## config.mk

```make
export PLATFORM = sky130hd
export DESIGN_NAME = boot_stream_parser
export DESIGN_NICKNAME = d
export VERILOG_FILES = /design/src/include/boot_pkg.sv /design/src/verilog/boot_range_check.sv /design/src/verilog/boot_stream_parser.sv
export SDC_FILE = /design/constraint.sdc
export NUM_CORES = 1
export LEC_CHECK = 0
export ABC_AREA = 0
export ABC_CLOCK_PERIOD_IN_PS = 30300
export BUFFER_PORTS_ARGS = -buffer_cell sky130_fd_sc_hd__buf_2
export CAP_MARGIN = 5
export CORE_ASPECT_RATIO = 1.1
export CORE_MARGIN = 8
export CORE_UTILIZATION = 55
export CTS_CLUSTER_DIAMETER = 150
export DETAILED_ROUTE_END_ITERATION = 12
export GPL_TIMING_DRIVEN = 1
export PLACE_DENSITY = 0.75
export SYNTH_ARGS = -nofsm -noshare
export SYNTH_HDL_FRONTEND = slang
export SYNTH_SLANG_ARGS = --single-unit
```

## constraint.sdc

```tcl
create_clock -name CLK -period 30.3 [get_ports CLK]
set_clock_uncertainty 0.2 [all_clocks]
set_input_delay 4.545 -clock CLK [delete_from_list [all_inputs] [get_ports CLK]]
set_output_delay 4.545 -clock CLK [all_outputs]
set_load 0.03 [all_outputs]
```

## src/include/boot_pkg.sv

```systemverilog
// Purpose: shared constants and carriers for the boot stream parser
// Assumes: byte-wide boot memory, byte-wide load port
// Notes: flag bit positions and range table drive the parser
package boot_pkg;

  // global header field positions
  localparam int GH_WIDTH_BIT = 0;
  localparam int GH_WAIT_LO = 1;
  localparam int GH_HOLD_LO = 6;
  localparam int GH_BAUD_LO = 8;
  localparam int GH_SIG_LO = 28;

  // values before any header has been read
  localparam logic [3:0] WAIT_RST = 4'hF;
  localparam logic [1:0] HOLD_RST = 2'h3;
  localparam logic [31:0] PTR_RST = 32'h0000_0000;

  // block header layout, bytes arrive lowest first
  localparam logic [3:0] GH_BYTES = 4'h4;
  localparam logic [3:0] BH_BYTES = 4'hA;
  localparam int BH_ADDR_LO = 0;
  localparam int BH_CNT_LO = 32;
  localparam int BH_FLAG_LO = 64;

  // flag word bits
  localparam int FL_ZERO = 0;
  localparam int FL_IGNORE = 1;
  localparam int FL_INIT = 3;
  localparam int FL_FINAL = 15;

  localparam logic [31:0] JUMP_TARGET = 32'hFFA0_0000;

  // permitted load ranges; the last one (dram) is never cleared
  localparam int NUM_RANGES = 10;
  localparam logic [3:0] NUM_CLEAR = 4'h9;
  localparam logic [31:0] RNG_BASE [NUM_RANGES] = '{
    32'hFFA0_0000, 32'hFFA1_0000, 32'hFF80_0000, 32'hFF90_0000,
    32'hFF60_0000, 32'hFF61_0000, 32'hFF40_0000, 32'hFF50_0000,
    32'hFEB0_0000, 32'h0000_0000};
  localparam logic [31:0] RNG_SIZE [NUM_RANGES] = '{
    32'h0000_4000, 32'h0000_4000, 32'h0000_8000, 32'h0000_8000,
    32'h0000_4000, 32'h0000_4000, 32'h0000_8000, 32'h0000_8000,
    32'h0002_0000, 32'h2000_0000};

  typedef enum logic [1:0] {BAUD_500K, BAUD_1M, BAUD_2M} baud_t;

  typedef struct packed {
    logic bus16;
    logic [3:0] wait_st;
    logic [1:0] hold;
    baud_t baud;
  } flash_cfg_t;

  typedef struct packed {
    logic we;
    logic [31:0] addr;
    logic [7:0] data;
  } mem_wr_t;

endpackage

```

## src/verilog/boot_range_check.sv

```systemverilog
// Purpose: tells whether a load address lies in a permitted range
// Assumes: ranges do not wrap past the top of the address space
// Notes: purely combinational
`timescale 1ns/1ps
module boot_range_check (
  input wire logic [31:0] addr,
  output logic ok
);
  import boot_pkg::*;

  logic [NUM_RANGES-1:0] hit;

  genvar g;
  generate
    for (g = 0; g < NUM_RANGES; g++) begin : g_rng
      // offset compare avoids overflow at the top of memory
      assign hit[g] = (addr >= RNG_BASE[g]) &&
                      ((addr - RNG_BASE[g]) < RNG_SIZE[g]);
    end
  endgenerate

  assign ok = |hit;
endmodule

```

## src/verilog/boot_stream_parser.sv

```systemverilog
// Purpose: walks a boot image byte by byte and loads it into memory
// Assumes: fetch answers come on CLK; init code writes the pointers
// Notes: on-chip ranges are cleared first when CLEAR_EN is set
`timescale 1ns/1ps
module boot_stream_parser #(
  parameter bit CLEAR_EN = 1'b1,
  parameter logic [3:0] SIGNATURE = 4'hA // arbitrary value
) (
  input wire logic CLK,
  input wire logic RST,
  input wire logic BOOT_SRC,
  output logic FETCH_REQ,
  output logic [31:0] FETCH_ADDR,
  input wire logic RD_VALID,
  input wire logic [7:0] RD_DATA,
  output boot_pkg::mem_wr_t MEM_WR,
  output boot_pkg::flash_cfg_t FLASH_CFG,
  output logic INIT_RUN,
  output logic [31:0] INIT_ADDR,
  input wire logic INIT_DONE,
  input wire logic PAR_PTR_WE,
  input wire logic SER_PTR_WE,
  input wire logic [31:0] PTR_WDATA,
  output logic BOOT_DONE,
  output logic JUMP,
  output logic [31:0] JUMP_ADDR,
  output logic SIG_ERR,
  output logic RANGE_ERR
);
  import boot_pkg::*;

  typedef enum logic [2:0] {
    S_CLEAR, S_GHDR, S_BHDR, S_PAYLOAD, S_FILL, S_INIT, S_DONE, S_ERR
  } state_t;

  typedef struct packed {
    state_t state;
    logic src_s1;
    logic src_s2;
    logic [31:0] parallel_boot_stream_pointer;
    logic [31:0] serial_boot_stream_pointer;
    logic fetch_req;
    logic [31:0] fetch_addr;
    logic [31:0] gh;
    logic [79:0] hdr;
    logic [3:0] byte_no;
    logic [31:0] blk_addr;
    logic [31:0] blk_cnt;
    logic [15:0] blk_flags;
    logic [31:0] idx;
    logic [3:0] clr_idx;
    logic [31:0] clr_off;
    mem_wr_t mem;
    flash_cfg_t cfg;
    logic init_run;
    logic done;
    logic jump;
    logic [31:0] jump_addr;
    logic sig_err;
    logic range_err;
  } parser_t;

  parser_t st_q, st_d;
  logic take;
  logic [31:0] wr_addr;
  logic in_rng;
  logic [79:0] hdr_full;

  assign take = st_q.fetch_req & RD_VALID;
  // byte-reversed position inside each group of four
  assign wr_addr = st_q.blk_addr + {st_q.idx[31:2], 2'b00} +
                   {30'h0, ~st_q.idx[1:0]};

  boot_range_check u_rng (
    .addr(wr_addr),
    .ok(in_rng)
  );

  always_comb begin
    st_d = st_q;
    hdr_full = st_q.hdr;
    st_d.mem.we = 1'b0;
    st_d.jump = 1'b0;
    st_d.src_s1 = BOOT_SRC;
    st_d.src_s2 = st_q.src_s1;
    if (take) begin
      if (st_q.src_s2) begin
        st_d.serial_boot_stream_pointer =
          st_q.serial_boot_stream_pointer + 32'h1;
      end else begin
        st_d.parallel_boot_stream_pointer =
          st_q.parallel_boot_stream_pointer + 32'h1;
      end
    end
    case (st_q.state)
      S_CLEAR: begin
        if (!CLEAR_EN || st_q.clr_idx == NUM_CLEAR) begin
          st_d.state = S_GHDR;
        end else begin
          st_d.mem.we = 1'b1;
          st_d.mem.addr = RNG_BASE[st_q.clr_idx] + st_q.clr_off;
          st_d.mem.data = 8'h00;
          if (st_q.clr_off == RNG_SIZE[st_q.clr_idx] - 32'h1) begin
            st_d.clr_off = 32'h0;
            st_d.clr_idx = st_q.clr_idx + 4'h1;
          end else begin
            st_d.clr_off = st_q.clr_off + 32'h1;
          end
        end
      end
      S_GHDR: begin
        if (take) begin
          st_d.gh[st_q.byte_no[1:0]*8 +: 8] = RD_DATA;
          st_d.byte_no = st_q.byte_no + 4'h1;
          if (st_q.byte_no == GH_BYTES - 4'h1) begin
            st_d.byte_no = 4'h0;
            // only the fields below are looked at; rest is unused
            if (RD_DATA[7:4] != SIGNATURE) begin
              st_d.state = S_ERR;
              st_d.sig_err = 1'b1;
            end else begin
              st_d.state = S_BHDR;
              st_d.cfg.bus16 = st_q.gh[GH_WIDTH_BIT];
              st_d.cfg.wait_st = st_q.gh[GH_WAIT_LO +: 4];
              st_d.cfg.hold = st_q.gh[GH_HOLD_LO +: 2];
              case (st_q.gh[GH_BAUD_LO +: 3])
                3'h1: st_d.cfg.baud = BAUD_1M;
                3'h2: st_d.cfg.baud = BAUD_2M;
                default: st_d.cfg.baud = BAUD_500K;
              endcase
            end
          end
        end
      end
      S_BHDR: begin
        if (take) begin
          hdr_full[st_q.byte_no*8 +: 8] = RD_DATA;
          st_d.hdr = hdr_full;
          st_d.byte_no = st_q.byte_no + 4'h1;
          if (st_q.byte_no == BH_BYTES - 4'h1) begin
            st_d.byte_no = 4'h0;
            st_d.idx = 32'h0;
            st_d.blk_addr = hdr_full[BH_ADDR_LO +: 32];
            st_d.blk_cnt = hdr_full[BH_CNT_LO +: 32];
            st_d.blk_flags = hdr_full[BH_FLAG_LO +: 16];
            if (hdr_full[BH_CNT_LO +: 32] == 32'h0) begin
              st_d.state = S_PAYLOAD;
            end else if (hdr_full[BH_FLAG_LO + FL_ZERO] &&
                         !hdr_full[BH_FLAG_LO + FL_IGNORE]) begin
              st_d.state = S_FILL;
            end else begin
              st_d.state = S_PAYLOAD;
            end
          end
        end
      end
      S_PAYLOAD, S_FILL: begin
        if (take || st_q.state == S_FILL || st_q.blk_cnt == 32'h0) begin
          if (st_q.blk_cnt != 32'h0 && !st_q.blk_flags[FL_IGNORE]) begin
            if (in_rng) begin
              st_d.mem.we = 1'b1;
              st_d.mem.addr = wr_addr;
              st_d.mem.data = (st_q.state == S_FILL) ? 8'h00 : RD_DATA;
            end else begin
              st_d.range_err = 1'b1;
            end
          end
          st_d.idx = st_q.idx + 32'h1;
          if (st_q.blk_cnt == 32'h0 ||
              st_q.idx == st_q.blk_cnt - 32'h1) begin
            if (st_q.blk_flags[FL_INIT]) begin
              st_d.state = S_INIT;
              st_d.init_run = 1'b1;
            end else if (st_q.blk_flags[FL_FINAL]) begin
              st_d.state = S_DONE;
            end else begin
              st_d.state = S_BHDR;
            end
          end
        end
      end
      S_INIT: begin
        // init code may move either pointer while the fetcher is idle
        if (PAR_PTR_WE) begin
          st_d.parallel_boot_stream_pointer = PTR_WDATA;
        end
        if (SER_PTR_WE) begin
          st_d.serial_boot_stream_pointer = PTR_WDATA;
        end
        if (INIT_DONE) begin
          st_d.init_run = 1'b0;
          st_d.state = st_q.blk_flags[FL_FINAL] ? S_DONE : S_BHDR;
        end
      end
      S_DONE: begin
        if (!st_q.done) begin
          st_d.done = 1'b1;
          st_d.jump = 1'b1;
          st_d.jump_addr = JUMP_TARGET;
        end
      end
      default: begin
        st_d.state = S_ERR;
      end
    endcase
    st_d.fetch_req = (st_d.state == S_GHDR) || (st_d.state == S_BHDR) ||
                     (st_d.state == S_PAYLOAD && st_d.blk_cnt != 32'h0
                      && !(st_q.state == S_BHDR && st_d.blk_cnt == 32'h0));
    st_d.fetch_addr = st_d.src_s2 ? st_d.serial_boot_stream_pointer
                                  : st_d.parallel_boot_stream_pointer;
  end

  always_ff @(posedge CLK or posedge RST) begin
    if (RST) begin
      st_q <= '{state: S_CLEAR, parallel_boot_stream_pointer: PTR_RST,
                serial_boot_stream_pointer: PTR_RST, fetch_addr: PTR_RST,
                cfg: '{bus16: 1'b0, wait_st: WAIT_RST, hold: HOLD_RST,
                       baud: BAUD_500K},
                default: '0};
    end else begin
      st_q <= st_d;
    end
  end

  assign FETCH_REQ = st_q.fetch_req;
  assign FETCH_ADDR = st_q.fetch_addr;
  assign MEM_WR = st_q.mem;
  assign FLASH_CFG = st_q.cfg;
  assign INIT_RUN = st_q.init_run;
  assign INIT_ADDR = st_q.blk_addr;
  assign BOOT_DONE = st_q.done;
  assign JUMP = st_q.jump;
  assign JUMP_ADDR = st_q.jump_addr;
  assign SIG_ERR = st_q.sig_err;
  assign RANGE_ERR = st_q.range_err;
endmodule
```

==> flow_summary.yaml <==
place:
  gp_routability_congestion: 0.933
  detailedPlace.worstSlack_ps: 22700
  dp_hpwl_um: 46600
  numPortBuffers: 176
detailed_routing:
  dr.first_iter.drc_count: 1670
  via_per_inst: 6.03
  firstDrtPassIters: 6
  num_vias: 18500
  post_drt_wl_per_cell_um: 20.4
  drc: 0
  wl_um: 62500
  drtAntennaViolNets: 0
critical_path:
  critPathKind: "in2reg"
  startpoint: "RD_VALID"
  crit_family: "simple AND/OR/NAND/NOR gates"
  start_kind: "primary input"
  cp.buffers_inverters: 3
  critPathArrivalTime_ps: 7240
  end_kind: "register"
  worstReg2RegStart: "INIT_ADDR[12]$_DFFE_PP0P_"
  required_ps: 30530
  crit_slowest_cell: "nor2_1"
  crit_chain: "buf_2 -> and2_0 -> nand2_1 -> buf_4 -> nor2_2 -> buf_4 -> o2111ai_1 -> nor2_1 -> nand3_1 -> xor2_1 -> nor2_1"
  max_stage_delay_ps: 580
  path_max_fanout: 42
synth:
  yosysSeqAreaShare_pct: 41.7
  synth.distinct_cells: 83
  synth.avg_cell_area_um2: 8.92
  syn_area_um2: 22500
  yosysTopAreaCell: "dfrtp_1"
  yosys.area.top_type_share_pct: 41.0
  syn_inst: 2522
  yosys_most_used_dff: "dfrtp_1"
  synth.most_common_cell: "dfrtp_1"
  ys_warn_count: 0
  synth-seq-cells: 375
  postSynth.asyncResetShare_pct: 100
  synth_area_leaders: "dfrtp_1 (41%), nand2_1 (5.2%), buf_4 (4.9%)"
  yosys-top-cells-count: "dfrtp_1 (369), nand2_1 (309), nor2_1 (255)"
  synth-edff-count: 0
finish:
  area_growth_pct: 7.22
  diodes: 0
  nNetsFinal: 2627
  drive_above_1_share_pct: 13.9
floorplanning:
  start_util_pct: 55.9
  die_x_um: 209
  fp-row-count: 77
  design.core.area_um2: 40300
  dieArea_um2: 47600
  die_y_um: 228
  top_level_ports: 199
hold_path:
  worst_hold_startpoint: "RANGE_ERR$_DFFE_PP0P_"
  hold_class: "reg2reg"
global_route:
  gr-usage-all-layers_pct: 25.5
  antenna_found_initial: 3
  grt_pass1_vias: 17900
  grt_max_degree: 192
  grt_overflow: 0
  grt_first_pass_wirelength_um: 98900
clocking:
  numCtsBuffers: 42
  clock_latency_ps: 580
  cts_setup_buffers: 0
  cts_hold_buf: 0
  clock_sinks: 375
  htreeDepth: 2
  clk_pin_slew_worst_paths_ps: 60
  cts_buffer_depth: 3
  cts.repair.resized: 0
  cts_tree: "done"
  ctsRootBufferMaster: "clkbuf_16"
sta:
  tightest_slew_ps: 1190
  finalCritPeriodShare_pct: 23.1
  hold_violations: 0
  whs_ps: 257
  slew_headroom_pct: 20.5
  grt_setup_unrepaired: "false"
  slew_violations: 0
  setup_viol: 0
  setup_tns_ps: 0
  period_minus_slack_ps: 7010
  layout_setup_ws_ps: 23290
  clock.fmax_ghz: 0.143
power:
  power.density_nw_per_um2: 43.1
  p_leak_nw: 11.5
  ir_drop_uv: 38.4
flow_run:
  drv_cap: 0
outcome:
  outcome: "finished clean"
flip-flops by register name (all words and copies together), names as in the netlist:
| register | cells |
|---|---|
| JUMP | 1 |
| SIG_ERR | 1 |
| FETCH_REQ | 1 |
| FETCH_ADDR | 32 |
| BOOT_DONE | 1 |
| st_q | 253 |
| FLASH_CFG | 9 |
| JUMP_ADDR | 1 |
| INIT_ADDR | 32 |
| MEM_WR | 41 |
| INIT_RUN | 1 |
| st_d | 1 |
| RANGE_ERR | 1 |
report_power, final:
| part | total [mW] | switching [mW] | internal, mW |
|---|---|---|---|
| sequential | 0.501 | 0.0000816 | 0.501 |
| clock | 0.514 | 0.213 | 0.301 |
| combinational | 0.0244 | 0.0205 | 0.00394 |
| total | 1.04 | 0.233 | 0.806 |
per-layer routing:
layer | track usage [%] | wire (um) | up-vias | share of wire [%]
li1 | - | - | 8731 | -
met1 | 33.9 | 27100 | 9002 | 43
met2 | 42.0 | 29600 | 599 | 47
met3 | 3.54 | 3400 | 149 | 5.4
met4 | 10.0 | 2350 | 4 | 3.8
met5 | 0 | 21 | - | 0.034
cell usage in the layout, fill, tap and decap left out, types with 36 or more instances in the layout:
cell type	n
nor2_1	254
buf_2	176
inv_1	40
and3_1	46
a21oi_1	160
nand2_1	309
ha_1	62
nor3_1	48
xnor2_1	79
mux2i_1	36
o21ai_0	198
nand3_1	82
mux2_2	65
xor2_1	112
clkbuf_16	42
dfrtp_1	369
through the flow:
stage                     cell area (um2)  std cells  total power [mW]  utilization [%]
final                               24100       3063              1.04             59.9
after global routing                24100       3063              1.07             59.9
after CTS                           24100       3063              1.05             59.9
after detailed placement            22700       2986             0.535             56.4
after global placement              22700       2986             0.535             56.4
after floorplan                     22600       2543             0.528                -
cell type report:
type / count / area [um2]
clock buffers: 64 / 1230
repair buffers: 191 / 1010
fillers: 3496 / 16100
multi-input cells: 1866 / 11500
inverters: 41 / 161
clock inverters: 13 / 168
flip-flops and latches: 375 / 9390
well taps: 513 / 642
worst register-to-register path, cell delays in order, from the launching register on:
cell and delay (ps):
dfrtp_1 470, ha_1 480, nand2_1 150, or4_1 550
a221oi_1 560, o21ai_0 290, mux2i_1 350, nand4_1 140
nor4bb_1 640, a32oi_1 250, o211a_1 430, nor2_4 710
mux2i_1 290
final timing paths:
check / cells past startpoint / endpoint / slack [ps]
setup / recovery: 11 / st_q[137]$_DFFE_PP0P_ / 23290
hold / removal: 1 / RANGE_ERR$_DFFE_PP0P_ / 260
setup reg to reg: 12 / MEM_WR[4]$_DFFE_PP0P_ / 24710
hold reg to reg: 1 / RANGE_ERR$_DFFE_PP0P_ / 260
max in group asynchronous: 4 / st_q[281]$_DFFE_PP0P_ / 23650
min in group asynchronous: 2 / INIT_ADDR[30]$_DFFE_PP0P_ / 3930
cells by family after synthesis:
family	after synthesis	synth area share [%]
AO/OA/AOI/OAI	543	14.8
XOR/XNOR	191	7.44
adder cells (fa/ha/maj)	63	3.54
buffers and inverters	302	7.52
flip-flops	375	41.7
multiplexers	101	4.86
other	1	0.0167
AND/OR/NAND/NOR	946	20.0
Power figures use the tool's default switching activity.
